[config.mk]
export PLATFORM = sky130hd
export DESIGN_NAME = tps_conv_seq
export DESIGN_NICKNAME = d
export VERILOG_FILES = /design/src/shared/tps_pkg.sv /design/src/core/tps_tick_div.sv /design/src/core/tps_chan_mem.sv /design/src/core/tps_conv_seq.sv
export SDC_FILE = /design/constraint.sdc
export NUM_CORES = 1
export LEC_CHECK = 0
export BUFFER_PORTS_ARGS = -buffer_cell sky130_fd_sc_hd__clkbuf_2
export CAP_MARGIN = 30
export CORE_UTILIZATION = 55
export CTS_CLUSTER_SIZE = 20
export DETAILED_ROUTE_END_ITERATION = 10
export PLACE_DENSITY = 0.78
export SYNTH_ARGS = -nofsm -noshare
export SYNTH_HDL_FRONTEND = slang
export SYNTH_SLANG_ARGS = --single-unit
[constraint.sdc]
create_clock -name ref_clk -period 14 [get_ports ref_clk]
set_input_delay 1.4 -clock ref_clk [delete_from_list [all_inputs] [get_ports ref_clk]]
set_output_delay 1.4 -clock ref_clk [all_outputs]
set_load 0.03 [all_outputs]
[src/shared/tps_pkg.sv]
// constants shared by the touch/proximity converter sequencer
// assumes a 40 MHz ref_clk; delays are counted in half-microsecond units
package tps_pkg;
	localparam int CLK_NS      = 25;
	localparam int HALF_US_NS  = 500;
	localparam int HALF_US_CYC = (HALF_US_NS + CLK_NS - 1) / CLK_NS;
	localparam int MS_HALF_US  = 2000;
	localparam int OSC_DIV_DEF = 8;
	localparam int HEAD_OSC    = 47;
	localparam int CONV_OSC    = 21;
	localparam int TAIL_OSC    = 1;
	localparam int DLY_MAX_NS  = 18190000;
	localparam int DLY_MAX     = DLY_MAX_NS / HALF_US_NS;
	localparam int AW          = 8;
	localparam int DW          = 32;
	localparam int SW          = 12;
	localparam int NCH         = 5;

	localparam logic [7:0] A_CTRL   = 8'h00;
	localparam logic [7:0] A_TSA    = 8'h04;
	localparam logic [7:0] A_TSC    = 8'h08;
	localparam logic [7:0] A_RATE   = 8'h0C;
	localparam logic [7:0] A_PCFG   = 8'h10;
	localparam logic [7:0] A_THR    = 8'h14;
	localparam logic [7:0] A_STAT   = 8'h18;
	localparam logic [7:0] A_MASK   = 8'h1C;
	localparam logic [7:0] A_RAW    = 8'h20;
	localparam logic [2:0] A_DATA_HI = 3'h2;

	localparam int CTRL_FILT  = 0;
	localparam int CTRL_CHM   = 2;
	localparam int CTRL_START = 8;
	localparam int CTRL_COMP  = 9;
	localparam int PCFG_SENS  = 16;
	localparam int PCFG_SHLD  = 17;
	localparam int ST_BUSY    = 8;
	localparam int ST_NEAR_F  = 9;
	localparam int ST_CPEND   = 10;

	localparam logic [1:0]  FILT_RST = 2'h0;
	localparam logic [4:0]  CHM_RST  = 5'h01;
	localparam logic [15:0] DLY_RST  = 16'h0001;
	localparam logic [11:0] THR_RST  = 12'h040;

	localparam int EV_CONV = 0;
	localparam int EV_NEAR = 1;
	localparam int EV_FAR  = 2;
	localparam int EV_COMP = 3;
	localparam int EVW     = 4;

	localparam logic [2:0] ADC_PROX = 3'h5;
	localparam logic [2:0] ADC_COMP = 3'h6;
	localparam logic [2:0] CH_NONE  = 3'h7;

	typedef enum logic [7:0] {
		ST_IDLE   = 8'h01,
		ST_HEAD   = 8'h02,
		ST_BIAS   = 8'h04,
		ST_CONV   = 8'h08,
		ST_SETTLE = 8'h10,
		ST_TAIL   = 8'h20,
		ST_PCOMP  = 8'h40,
		ST_PRAW   = 8'h80
	} tps_state_e;
endpackage

[src/core/tps_tick_div.sv]
// enable divider: one-cycle tick every DIV enabled cycles
// assumes en comes from logic on ref_clk
`timescale 1ns/1ps
`default_nettype none
module tps_tick_div #(
	parameter int DIV = 20
) (
	input  wire logic ref_clk,
	input  wire logic reset,
	input  wire logic en,
	output logic      tick
);
	localparam int W = $clog2(DIV + 1);
	logic [W-1:0] cnt_ff;
	logic         tick_ff;

	always_ff @(posedge ref_clk or posedge reset) begin
		if (reset) begin
			cnt_ff  <= '0;
			tick_ff <= 1'b0;
		end else if (en && cnt_ff == W'(DIV - 1)) begin
			cnt_ff  <= '0;
			tick_ff <= 1'b1;
		end else begin
			cnt_ff  <= en ? cnt_ff + W'(1) : cnt_ff;
			tick_ff <= 1'b0;
		end
	end

	assign tick = tick_ff;
endmodule
`default_nettype wire

[src/core/tps_chan_mem.sv]
// per-channel result store, registered read port
// assumes one write and one read port on ref_clk
`timescale 1ns/1ps
`default_nettype none
module tps_chan_mem #(
	parameter int W  = 12,
	parameter int N  = 5,
	parameter int IW = 3
) (
	input  wire logic          ref_clk,
	input  wire logic          we,
	input  wire logic [IW-1:0] waddr,
	input  wire logic [W-1:0]  wdata,
	input  wire logic          re,
	input  wire logic [IW-1:0] raddr,
	output logic [W-1:0]       rdata
);
	logic [W-1:0] mem_ff [N];
	logic [W-1:0] q_ff;

	always_ff @(posedge ref_clk) begin
		if (we && int'(waddr) < N) begin
			mem_ff[waddr] <= wdata;
		end
	end

	always_ff @(posedge ref_clk) begin
		if (re && int'(raddr) < N) begin
			q_ff <= mem_ff[raddr];
		end
	end

	assign rdata = q_ff;
endmodule
`default_nettype wire

[src/core/tps_conv_seq.sv]
// shared converter sequencer: touch runs and proximity scans
// assumes converter and register master run on ref_clk
// Summary of operation
// RULE_01: run lasts 47 osc periods plus per-channel bias, settles, 21n+1 periods
// RULE_02: samples per channel are 1, 3, 5 or 7 from filter order
// RULE_03: only channels enabled in the mask are converted, one to five
// RULE_04: bias settle delay programmable from 0.5us to about 18ms
// RULE_05: inter-sample delay programmable over the same range
// RULE_06: interrupt pin low at run end, high once all data is read
// RULE_07: host readout takes about 8 plus 16 per channel bus clocks
// RULE_08: host keeps touch rate at or below the maximum coordinate rate
// RULE_09: proximity idles and wakes each scan interval for one sample
// RULE_10: proximity front end gives 12-bit codes and drives the shield
// RULE_11: sensor select picks touchscreen top layer or external area
// RULE_12: shield select picks touchscreen bottom layer or external area
// RULE_13: proximity logic derives near/far bit and launches compensation
// RULE_14: proximity uses the same converter as the touch path
// RULE_15: converter is time-multiplexed between touch and proximity
// RULE_16: pending compensation runs first at scan start, before raw sample
// RULE_17: scan tick during a touch run waits until the run ends
`timescale 1ns/1ps
`default_nettype none
module tps_conv_seq #(
	parameter int OSC_DIV = tps_pkg::OSC_DIV_DEF
) (
	input  wire logic                    ref_clk,
	input  wire logic                    reset,
	input  wire logic [tps_pkg::AW-1:0]  reg_addr,
	input  wire logic [tps_pkg::DW-1:0]  reg_wdata,
	input  wire logic                    reg_wr,
	input  wire logic                    reg_rd,
	output logic [tps_pkg::DW-1:0]       reg_rdata,
	output logic                         host_irq_n,
	output logic                         irq,
	output logic                         adc_start,
	output logic [2:0]                   adc_chan,
	input  wire logic                    adc_done,
	input  wire logic [tps_pkg::SW-1:0]  adc_data,
	output logic                         shield_drive,
	output logic                         sensor_pin_select,
	output logic                         shield_pin_select,
	output logic                         near_far_flag
);
	import tps_pkg::*;

	tps_state_e  state_ff, nxt_state;
	logic [1:0]  filt_ff;
	logic [4:0]  chm_ff, unread_ff;
	logic [15:0] bias_ff, setl_ff, rate_ff, scan_ff;
	logic [15:0] cnt_ff, rate_cnt_ff, scan_cnt_ff, target;
	logic        sens_ff, shld_ff, near_ff;
	logic [11:0] thr_ff, raw_ff, offs_ff, diff, mem_q;
	logic [EVW-1:0] stat_ff, imask_ff, ev;
	logic [2:0]  chan_ff, samp_ff, nxt_chan, adc_chan_ff;
	logic [14:0] sum_ff;
	logic        start_pend_ff, prox_pend_ff, comp_pend_ff, praw_done_ff;
	logic        adc_start_ff, mem_sel_ff;
	logic [31:0] rdata_ff;
	logic        osc_tick, half_tick, ms_tick, unit_tick, span_end;
	logic        touch_busy, run_done, scan_hit, rate_hit, is_data_rd;

	function automatic logic [2:0] nsamp(input logic [1:0] f);
		return {f, 1'b1};
	endfunction

	function automatic logic [2:0] first_chan(input logic [4:0] m,
	                                          input logic [2:0] from);
		logic [2:0] r;
		r = CH_NONE;
		for (int i = 4; i >= 0; i--) begin
			if (m[i] && 3'(i) >= from) begin
				r = 3'(i);
			end
		end
		return r;
	endfunction

	function automatic logic [15:0] dly(input logic [15:0] v);
		if (v == 16'h0000) begin
			return 16'h0001;
		end
		return (int'(v) > DLY_MAX) ? 16'(DLY_MAX) : v;
	endfunction

	// reciprocal multiply avoids a divider for 3, 5 and 7
	function automatic logic [11:0] avg(input logic [14:0] s,
	                                    input logic [1:0] f);
		logic [15:0] k;
		logic [30:0] p;
		case (f)
			2'h0:    k = 16'h8000;
			2'h1:    k = 16'h2AAB;
			2'h2:    k = 16'h199A;
			default: k = 16'h124A;
		endcase
		p = 31'(s) * 31'(k);
		return p[26:15];
	endfunction

	tps_tick_div #(.DIV(OSC_DIV)) u_osc (
		.ref_clk (ref_clk),
		.reset   (reset),
		.en      (1'b1),
		.tick    (osc_tick)
	);
	tps_tick_div #(.DIV(HALF_US_CYC)) u_half (
		.ref_clk (ref_clk),
		.reset   (reset),
		.en      (1'b1),
		.tick    (half_tick)
	);
	tps_tick_div #(.DIV(MS_HALF_US)) u_ms (
		.ref_clk (ref_clk),
		.reset   (reset),
		.en      (half_tick),
		.tick    (ms_tick)
	);

	assign touch_busy = state_ff inside {ST_HEAD, ST_BIAS, ST_CONV,
	                                     ST_SETTLE, ST_TAIL};
	assign unit_tick = (state_ff inside {ST_HEAD, ST_CONV, ST_TAIL})
	                   ? osc_tick : half_tick;
	assign nxt_chan = first_chan(chm_ff, chan_ff + 3'h1);

	always_comb begin
		case (state_ff)
			ST_HEAD:   target = 16'(HEAD_OSC);
			ST_BIAS:   target = dly(bias_ff);     // RULE_04
			ST_CONV:   target = 16'(CONV_OSC);
			ST_SETTLE: target = dly(setl_ff);     // RULE_05
			ST_TAIL:   target = 16'(TAIL_OSC);
			default:   target = 16'h0001;
		endcase
	end
	assign span_end = unit_tick && cnt_ff == target - 16'h0001;
	assign run_done = state_ff == ST_TAIL && span_end && nxt_chan == CH_NONE;

	// proximity served first from idle; a touch run is never cut short
	always_comb begin
		nxt_state = state_ff;
		case (state_ff)
			ST_IDLE:
				if (prox_pend_ff) begin
					nxt_state = comp_pend_ff ? ST_PCOMP : ST_PRAW; // RULE_16
				end else if (start_pend_ff) begin
					nxt_state = ST_HEAD;
				end
			ST_HEAD:
				if (span_end) nxt_state = ST_BIAS;      // RULE_01
			ST_BIAS:
				if (span_end) nxt_state = ST_CONV;
			ST_CONV:
				if (span_end) begin
					nxt_state = (samp_ff + 3'h1 < nsamp(filt_ff)) // RULE_02
					            ? ST_SETTLE : ST_TAIL;
				end
			ST_SETTLE:
				if (span_end) nxt_state = ST_CONV;
			ST_TAIL:
				if (span_end) begin
					nxt_state = (nxt_chan == CH_NONE) ? ST_IDLE : ST_BIAS;
				end
			ST_PCOMP:
				if (adc_done) nxt_state = ST_PRAW;
			ST_PRAW:
				if (adc_done) nxt_state = ST_IDLE;
			default: nxt_state = ST_IDLE;
		endcase
	end

	always_ff @(posedge ref_clk or posedge reset) begin
		if (reset) begin
			state_ff <= ST_IDLE;
			cnt_ff   <= 16'h0000;
		end else begin
			state_ff <= nxt_state;
			cnt_ff   <= (nxt_state != state_ff) ? 16'h0000
			          : unit_tick ? cnt_ff + 16'h0001 : cnt_ff;
		end
	end

	always_ff @(posedge ref_clk or posedge reset) begin
		if (reset) begin
			chan_ff <= 3'h0;
			samp_ff <= 3'h0;
			sum_ff  <= 15'h0000;
		end else begin
			if (state_ff == ST_IDLE && nxt_state == ST_HEAD) begin
				chan_ff <= first_chan(chm_ff, 3'h0);  // RULE_03
			end else if (state_ff == ST_TAIL && span_end) begin
				chan_ff <= nxt_chan;                   // RULE_03
			end
			if (state_ff == ST_BIAS) begin
				samp_ff <= 3'h0;
				sum_ff  <= 15'h0000;
			end else if (state_ff == ST_CONV) begin
				if (span_end) samp_ff <= samp_ff + 3'h1;
				if (adc_done) sum_ff <= sum_ff + 15'(adc_data);
			end
		end
	end

	// one converter, one owner at a time
	always_ff @(posedge ref_clk or posedge reset) begin
		if (reset) begin
			adc_start_ff <= 1'b0;
			adc_chan_ff  <= 3'h0;
		end else begin
			adc_start_ff <= nxt_state != state_ff && // RULE_14 RULE_15
			                nxt_state inside {ST_CONV, ST_PCOMP, ST_PRAW};
			adc_chan_ff  <= (nxt_state == ST_PCOMP) ? ADC_COMP
			              : (nxt_state == ST_PRAW) ? ADC_PROX : chan_ff;
		end
	end

	tps_chan_mem #(.W(SW), .N(NCH), .IW(3)) u_mem (
		.ref_clk (ref_clk),
		.we      (state_ff == ST_TAIL && span_end),
		.waddr   (chan_ff),
		.wdata   (avg(sum_ff, filt_ff)),
		.re      (is_data_rd),
		.raddr   (reg_addr[4:2]),
		.rdata   (mem_q)
	);

	assign is_data_rd = reg_rd && reg_addr[7:5] == A_DATA_HI &&
	                    reg_addr[1:0] == 2'h0 && int'(reg_addr[4:2]) < NCH;

	// blocked while data is unread, so a late host costs a tick, not data
	always_ff @(posedge ref_clk or posedge reset) begin
		if (reset) begin
			unread_ff     <= 5'h00;
			start_pend_ff <= 1'b0;
			rate_cnt_ff   <= 16'h0000;
		end else begin
			if (run_done) begin
				unread_ff <= chm_ff;                  // RULE_06
			end else if (is_data_rd) begin
				unread_ff <= unread_ff & ~(5'h01 << reg_addr[4:2]); // RULE_06
			end
			if (rate_ff == 16'h0000 || rate_hit) begin
				rate_cnt_ff <= 16'h0000;
			end else if (half_tick) begin
				rate_cnt_ff <= rate_cnt_ff + 16'h0001;
			end
			if (state_ff == ST_IDLE && nxt_state == ST_HEAD) begin
				start_pend_ff <= 1'b0;
			end else if ((rate_hit || (reg_wr && reg_addr == A_CTRL &&
			              reg_wdata[CTRL_START])) && !touch_busy &&
			             unread_ff == 5'h00 && chm_ff != 5'h00) begin
				start_pend_ff <= 1'b1;
			end
		end
	end
	assign rate_hit = rate_ff != 16'h0000 && half_tick &&
	                  rate_cnt_ff == rate_ff - 16'h0001;
	assign host_irq_n = ~(|unread_ff);

	assign scan_hit = scan_ff != 16'h0000 && ms_tick &&
	                  scan_cnt_ff == scan_ff - 16'h0001;
	assign diff = (raw_ff > offs_ff) ? raw_ff - offs_ff : 12'h000;

	always_ff @(posedge ref_clk or posedge reset) begin
		if (reset) begin
			scan_cnt_ff  <= 16'h0000;
			prox_pend_ff <= 1'b0;
			comp_pend_ff <= 1'b0;
			raw_ff       <= 12'h000;
			offs_ff      <= 12'h000;
			near_ff      <= 1'b0;
			praw_done_ff <= 1'b0;
		end else begin
			if (scan_ff == 16'h0000 || scan_hit) begin
				scan_cnt_ff <= 16'h0000;
			end else if (ms_tick) begin
				scan_cnt_ff <= scan_cnt_ff + 16'h0001;
			end
			if (scan_hit) begin
				prox_pend_ff <= 1'b1;                 // RULE_09 RULE_17
			end else if (state_ff == ST_IDLE && !(nxt_state inside
			             {ST_IDLE, ST_HEAD})) begin
				prox_pend_ff <= 1'b0;
			end
			if ((reg_wr && reg_addr == A_CTRL && reg_wdata[CTRL_COMP]) ||
			    (reg_wr && reg_addr == A_PCFG && scan_ff == 16'h0000 &&
			     reg_wdata[15:0] != 16'h0000)) begin
				comp_pend_ff <= 1'b1;                 // RULE_13
			end else if (state_ff == ST_PCOMP && adc_done) begin
				comp_pend_ff <= 1'b0;
			end
			if (state_ff == ST_PCOMP && adc_done) offs_ff <= adc_data;
			if (state_ff == ST_PRAW && adc_done) raw_ff <= adc_data; // RULE_10
			// raw_ff lands one cycle before the compare reads it
			praw_done_ff <= state_ff == ST_PRAW && adc_done;
			if (praw_done_ff) begin
				near_ff <= diff >= thr_ff;            // RULE_13
			end
		end
	end

	always_comb begin
		ev          = '0;
		ev[EV_CONV] = run_done;
		ev[EV_COMP] = state_ff == ST_PCOMP && adc_done;
		ev[EV_NEAR] = praw_done_ff && diff >= thr_ff && !near_ff;
		ev[EV_FAR]  = praw_done_ff && diff < thr_ff && near_ff;
	end

	// status clears by write-one, a same-cycle event survives
	always_ff @(posedge ref_clk or posedge reset) begin
		if (reset) begin
			stat_ff <= '0;
		end else begin
			stat_ff <= (stat_ff & ~((reg_wr && reg_addr == A_STAT)
			           ? reg_wdata[EVW-1:0] : '0)) | ev;
		end
	end
	assign irq = |(stat_ff & imask_ff);

	always_ff @(posedge ref_clk or posedge reset) begin
		if (reset) begin
			filt_ff  <= FILT_RST;
			chm_ff   <= CHM_RST;
			bias_ff  <= DLY_RST;
			setl_ff  <= DLY_RST;
			rate_ff  <= 16'h0000;
			scan_ff  <= 16'h0000;
			sens_ff  <= 1'b0;
			shld_ff  <= 1'b0;
			thr_ff   <= THR_RST;
			imask_ff <= '0;
		end else if (reg_wr) begin
			case (reg_addr)
				A_CTRL: begin
					filt_ff <= reg_wdata[CTRL_FILT +: 2];
					chm_ff  <= reg_wdata[CTRL_CHM +: 5];
				end
				A_TSA:  bias_ff  <= reg_wdata[15:0];
				A_TSC:  setl_ff  <= reg_wdata[15:0];
				A_RATE: rate_ff  <= reg_wdata[15:0];
				A_PCFG: begin
					scan_ff <= reg_wdata[15:0];
					sens_ff <= reg_wdata[PCFG_SENS];   // RULE_11
					shld_ff <= reg_wdata[PCFG_SHLD];   // RULE_12
				end
				A_THR:  thr_ff   <= reg_wdata[11:0];
				A_MASK: imask_ff <= reg_wdata[EVW-1:0];
				default: ;
			endcase
		end
	end

	always_ff @(posedge ref_clk or posedge reset) begin
		if (reset) begin
			rdata_ff   <= 32'h0;
			mem_sel_ff <= 1'b0;
		end else begin
			mem_sel_ff <= is_data_rd;
			rdata_ff   <= 32'h0;
			if (reg_rd) begin
				case (reg_addr)
					A_CTRL: rdata_ff <= 32'({chm_ff, filt_ff});
					A_TSA:  rdata_ff <= 32'(bias_ff);
					A_TSC:  rdata_ff <= 32'(setl_ff);
					A_RATE: rdata_ff <= 32'(rate_ff);
					A_PCFG: rdata_ff <= 32'({shld_ff, sens_ff, scan_ff});
					A_THR:  rdata_ff <= 32'(thr_ff);
					A_STAT: rdata_ff <= 32'({comp_pend_ff, near_ff,
					                       touch_busy, 4'h0, stat_ff});
					A_MASK: rdata_ff <= 32'(imask_ff);
					A_RAW:  rdata_ff <= 32'(raw_ff);
					default: rdata_ff <= 32'h0;
				endcase
			end
		end
	end
	assign reg_rdata = mem_sel_ff ? 32'(mem_q) : rdata_ff;

	assign adc_start         = adc_start_ff;
	assign adc_chan          = adc_chan_ff;
	assign shield_drive      = state_ff inside {ST_PCOMP, ST_PRAW}; // RULE_10
	assign sensor_pin_select = sens_ff;
	assign shield_pin_select = shld_ff;
	assign near_far_flag     = near_ff;
endmodule
`default_nettype wire

## After elaboration in Yosys (flattened, before gate mapping)

Memory sizes are Yosys's and may differ from the RTL's. A register that Yosys moved wholly into a read port is not among the register bits.
Cells that the tools add are included.

| cells by class | value |
|---|---|
| add/sub/neg operators | 13 |
| $mul | 1 |
| magnitude comparators | 13 |
| eq/ne operators | 32 |
| shift operators | 1 |
| mux-type cells | 73 |
| bitwise logic cells | 7 |
| reductions and logical operators | 85 |

Operators with widths:

| cell | count |
|---|---|
| 2-to-1 mux 16 bit | 12 |
| one-hot mux 18 bit (9 select lines) | 1 |
| 2-to-1 mux 8 bit | 9 |
| zero test 16 bit | 4 |
| one-hot mux 16 bit (4 select lines) | 1 |
| one-hot mux 8 bit (7 select lines) | 1 |
| adder 16 x 1 -> 16 bit (second input constant) | 3 |
| == test 16 bit | 3 |
| 2-to-1 mux 3 bit | 16 |
| one-hot mux 16 bit (3 select lines) | 1 |
| nonzero test 16 bit | 3 |
| subtractor 16 x 1 -> 16 bit (second input constant) | 3 |
| 2-to-1 mux 15 bit | 3 |
| == test 8 x 5 -> 1 bit (second input constant) | 5 |
| logical AND 1 bit | 37 |
| == test 8 x 4 -> 1 bit (second input constant) | 4 |
| > comparator 16 bit (second input constant) | 2 |
| 2-to-1 mux 32 bit | 1 |
| nonzero test 2 bit | 14 |
| multiplier 15 x 16 -> 27 bit | 1 |
| 2-to-1 mux 11 bit | 2 |
| 2-to-1 mux 18 bit | 1 |
| AND reduction 2 bit | 9 |
| == test 8 x 1 -> 1 bit (second input constant) | 2 |
| 50 further kinds | 87 |

| storage, ports and cells | value |
|---|---|
| bits in registers | 264 |
| RAM bits | 60 |
| input port bits | 57 |
| output and inout port bits | 42 |
| logic and storage cells | 262 |
| memories | 1 |

Memories:

| name | words | bits a word | read ports | clocked after Yosys merged registers in | write ports | line | RTL |
|---|---|---|---|---|---|---|---|
| u_mem.mem_ff | 5 | 12 | 1 | 1 | 1 | tps_chan_mem.sv:18 | `logic [W-1:0] mem_ff [N];` |

## Depth between registers and ports, before layout

| depth | value |
|---|---|
| depth in word-level cells | 18 |
| depth in mapped cells | 30 |
| gate-level depth less buffers | 28 |

## By module

From an unflattened synthesis, not the netlist that was laid out.

| unflattened totals | value |
|---|---|
| cells, all modules | 2294 |
| area total of the unflattened synthesis | 23610.1 µm² |

Modules (own cells, without submodules):

| module | times used | cells each | area an instance (µm²) | sequential area each (µm²) |
|---|---|---|---|---|
| tps_conv_seq | 1 | 2041 | 19628.8 | 5686.7 |
| tps_chan_mem | 1 | 151 | 2871.5 | 2162.1 |
| tps_tick_div at u_ms | 1 | 58 | 599.3 | 300.3 |
| tps_tick_div at u_half | 1 | 26 | 287.8 | 150.1 |
| tps_tick_div at u_osc | 1 | 18 | 222.7 | 125.1 |

## Least setup slack after synthesis

OpenSTA, ideal clock, no wires.

| timing path | value |
|---|---|
| path type | reg-to-reg |
| start | register filt_ff[0] |
| end | memory u_mem.mem_ff[0][11] (data pin) |
| library setup time | 0.278 ns |
| data arrival time | 6.716 ns |
| required time | 13.722 ns |
| setup slack | 7.006 ns |
| cell stages (with the launch flop) | 27 |
| path buffers | 2 |
| period minus slack after synthesis | 6.994 ns |
| cells stage by stage | dfrtp_1 -> clkbuf_1 -> inv_1 -> ha_1 -> clkbuf_1 -> and2_1 -> fa_1 -> fa_1 -> fa_1 -> inv_1 -> fa_1 -> fa_1 -> inv_1 -> fa_1 -> ha_1 -> o21ai_0 -> a21oi_1 -> nand4_1 -> o211a_1 -> o2111ai_1 -> o2111ai_1 -> a21boi_0 -> o21a_1 -> o22a_1 -> a21o_1 -> a21oi_1 -> xnor2_1 |

| on the way | value |
|---|---|
| longest elaborated chain between the ends | 3 |
| elaborated cells on any way between the ends | 5 |
| classes of those cells | mul: 1; eq/ne: 2; mux: 1; reduce/logical: 1 |

RTL lines:

| item | line | RTL |
|---|---|---|
| from (decl) | tps_conv_seq.sv:47 | `logic [1:0] filt_ff;` |
| from (signal assigned) | tps_conv_seq.sv:335 | `filt_ff <= reg_wdata[CTRL_FILT +: 2];` |
| == test 2 bit (tied with other cells) | tps_conv_seq.sv:90 | `case (f)` |
| one-hot mux 16 bit (3 select lines) * | tps_conv_seq.sv:90 |  |
| multiplier 15 x 16 -> 27 bit * | tps_conv_seq.sv:96 | `p = 31'(s) * 31'(k);` |
| via u_mem.wdata[11] | tps_chan_mem.sv:13 | `input wire logic [W-1:0] wdata,` |
| to (decl) | tps_chan_mem.sv:18 |  |

Mark *: on every way through the listed nets, which the timed path passes. The rest lies on a longest branch.

## Final worst setup path

| timing path | value |
|---|---|
| start | register filt_ff[0] |
| end | memory u_mem.mem_ff[4][11] (data pin) |

The elaborated chain is that of the path after synthesis.

==> metrics.txt <==
status=completed; Hold Crit Class=reg -> reg; FFs w/ async S/R, synth=77.6%; Post-Syn Area=23400 µm²; cells after synthesis=2261; layout net count=2663; total CTS buffers=34; fin crit share=59.2%; Worst Path Arrival=8.60 ns; RSZ-0062 raised after global routing=no; crit path kind=reg -> reg; layout cells sized above 1=14.2%; GPL Wtd Cong=0.929; post-DP HPWL=45.3 mm; min Tclk post-route=8.29 ns; Avg WL per Cell=20.6 µm; # diodes=0; final hold violation count=0; FP Rows=75; Clock Tree Root=clkbuf_16; measured slew at the worst slew-check pin=1.05 ns; Syn Area/Cell=10.3 µm²; TritonRoute pass-1 iters=7; Seq cells post-synth=322; Crit path top cell by count=fa_1; Max Cap Viol=0; vias=17400; first-pass GRT wire length=95.0 mm; total power=2.25 mW; Post-synth EDFFs=72; CP Buf/Inv Count=3; clk_skew=0.0339 ns; Post-CTS Setup Inserts=0; Max Fclk=121 MHz; Main synth FF type=dfrtp_1; antenna-violating nets left=0; Critical Path Fanout Max=20; Rel. slew slack=29.2%; DR iter-0 viols=1485; final WL=59.3 mm; CP endpoint kind=register; CP Cell Sequence=inv_1 > ha_1 > and2_1 > fa_1 > fa_1 > fa_1 > inv_1 > fa_1 > fa_1 > inv_1 > fa_1 > ha_1 > o21ai_0 > a21oi_1 > nand4_1 > o211a_1 > o2111ai_1 > o2111ai_1 > a21boi_0 > o21a_1 > o22a_1 > a21o_1 > a21oi_1 > xnor2_1; H-tree level count=2; register-to-register setup slack=5.71 ns; final setup fails=0; total global-route track usage=27.8%; GR Overflow Total=0; count of input and output buffers=70; CP peak stage delay=0.83 ns; setup TNS=0 ns; hold-fix buffers at CTS=0; register area share after synthesis=36.0%; Skew-Pair Late Insertion Delay=0.56 ns; Setup crit start kind=register; die area=43400 µm²; largest net degree at the start of global routing=130; CTS Sinks=322; area delta synth->final=8.54%; Reg clk slew, reported paths=0.06 ns; worst endpoint required time=14.31 ns; CTS tree=built; worst vdd ir=72.3 µV; Slew Limit Fails=0; number of synthesis warnings=0; PostCTS Resize Cnt=0; CTS Buffer Depth=3; Power Density=88.7 nW/µm²; vias in the first global route=17600; Core ar.=41900 µm²; initial core utilization=55.8%; delay-heaviest family, CP=adder cells; Die W=208 µm; Die H=208 µm; initial antenna violation count=1; Leak Pwr=12.0 nW; routed vias/inst=6.04; DRC violations left=0; slowest CP cell=dfrtp_1; Yosys cell types=91; num ports=99
## cells in the mapped netlist, types with 12 or more instances
cell type,n,area (µm²)
fa_1,135,2700
a22oi_1,27,203
and3_1,23,144
edfxtp_1,72,2160
a31oi_1,18,113
or3_1,13,81.3
a21oi_1,53,265
or2_2,16,100
nand2_1,164,616
dfrtp_1,245,6130
o21ai_0,46,230
a222oi_1,15,150
and2_1,72,450
nand3_1,58,290
xor2_1,71,622
mux4_2,12,270
buf_4,15,113
ha_1,162,2030
nand4_1,34,213
a21o_1,17,128
nor2b_1,40,250
nor2_1,168,631
mux2_2,120,1350
inv_1,218,818
nand2b_1,18,113
clkbuf_1,56,210
nor4_1,19,119
nor3_1,51,255
o21a_1,16,120
xnor2_1,82,718
## layer usage
layer / global-route usage (%) / share of wire [%] / up-vias
met4: 10.8 / 3.6 / 2
met1: 37.5 / 42 / 8614
met3: 4.75 / 7.5 / 130
li1: - / - / 7927
met2: 45.1 / 47 / 680
met5: 0 / 0.022 / -
## per-stage QoR
stage / cell area, µm² / hold WS [ns] / instances / utilization (%) / setup slack [ns]
2_1_floorplan: 23400 / 0.433 / 2274 / - / 5.74
3_3_place_gp: 24200 / 0.445 / 2809 / 57.6 / 6.04
3_5_place_dp: 24200 / 0.451 / 2812 / 57.7 / 5.85
4_1_cts: 25400 / 0.474 / 2874 / 60.5 / 5.79
5_1_grt: 25400 / 0.506 / 2874 / 60.5 / 5.23
6_report: 25400 / 0.479 / 2874 / 60.5 / 5.71
## where the power goes
group	leakage, nW	switching, mW	internal (mW)
clock network	0.568	0.389	0.573
registers	4.00	0.0427	0.981
logic	7.42	0.168	0.0986
total	12.0	0.600	1.65
## kinds of logic after synthesis
group                    Yosys count  share of synthesized area [%]
other                              1                         0.0160
AO/OA/AOI/OAI                    304                           9.10
AND/OR/NAND/NOR                  739                           16.3
XOR/XNOR                         153                           5.73
buffers and inverters            303                           5.24
multiplexers                     142                           7.36
flip-flops                       322                           36.0
adder cells (fa/ha/maj)          297                           20.2
## worst paths after layout
path	from	cells past startpoint	end
worst min register to register	u_half.cnt_ff[0]$_DFF_PP0_	1	u_half.cnt_ff[0]$_DFF_PP0_
worst max register to register	filt_ff[0]$_DFFE_PP0P_	24	u_mem.mem_ff[4][11]$_DFFE_PP_
min in group asynchronous	reset	2	u_ms.cnt_ff[6]$_DFFE_PP0P_
worst min-delay path	u_half.cnt_ff[0]$_DFF_PP0_	1	u_half.cnt_ff[0]$_DFF_PP0_
worst max-delay path	filt_ff[0]$_DFFE_PP0P_	24	u_mem.mem_ff[4][11]$_DFFE_PP_
max in group asynchronous	reset	3	adc_start$_DFF_PP0_
## state kept, by name (all words and copies together), names as in the netlist, 11 cells and up
signal / count
cnt_ff: 16
u_mem.rdata: 12
u_mem.mem_ff: 60
sum_ff: 15
rate_ff: 16
scan_ff: 16
setl_ff: 16
rdata_ff: 18
bias_ff: 16
scan_cnt_ff: 16
raw_ff: 12
offs_ff: 12
u_ms.cnt_ff: 11
thr_ff: 12
rate_cnt_ff: 16
## cells in the final DEF (no fill, tap or decap), drive strengths merged, types with 72 or more instances in the layout
| cell | n |
|---|---|
| nand2 | 164 |
| nor2 | 180 |
| ha | 162 |
| edfxtp | 72 |
| dfrtp | 245 |
| fa | 135 |
| inv | 219 |
| mux2 | 120 |
| xnor2 | 82 |
| clkbuf | 115 |
| and2 | 73 |
## area by class of cell
cell class	count	area [µm²]
clock buffer	45	943
inverter	218	826
tap	539	674
timing repair buffer	84	455
fill	3326	16600
clock inverter	17	245
sequential	322	8420
multi-input combinational	1649	13800
(Power assumes the default switching activity.)
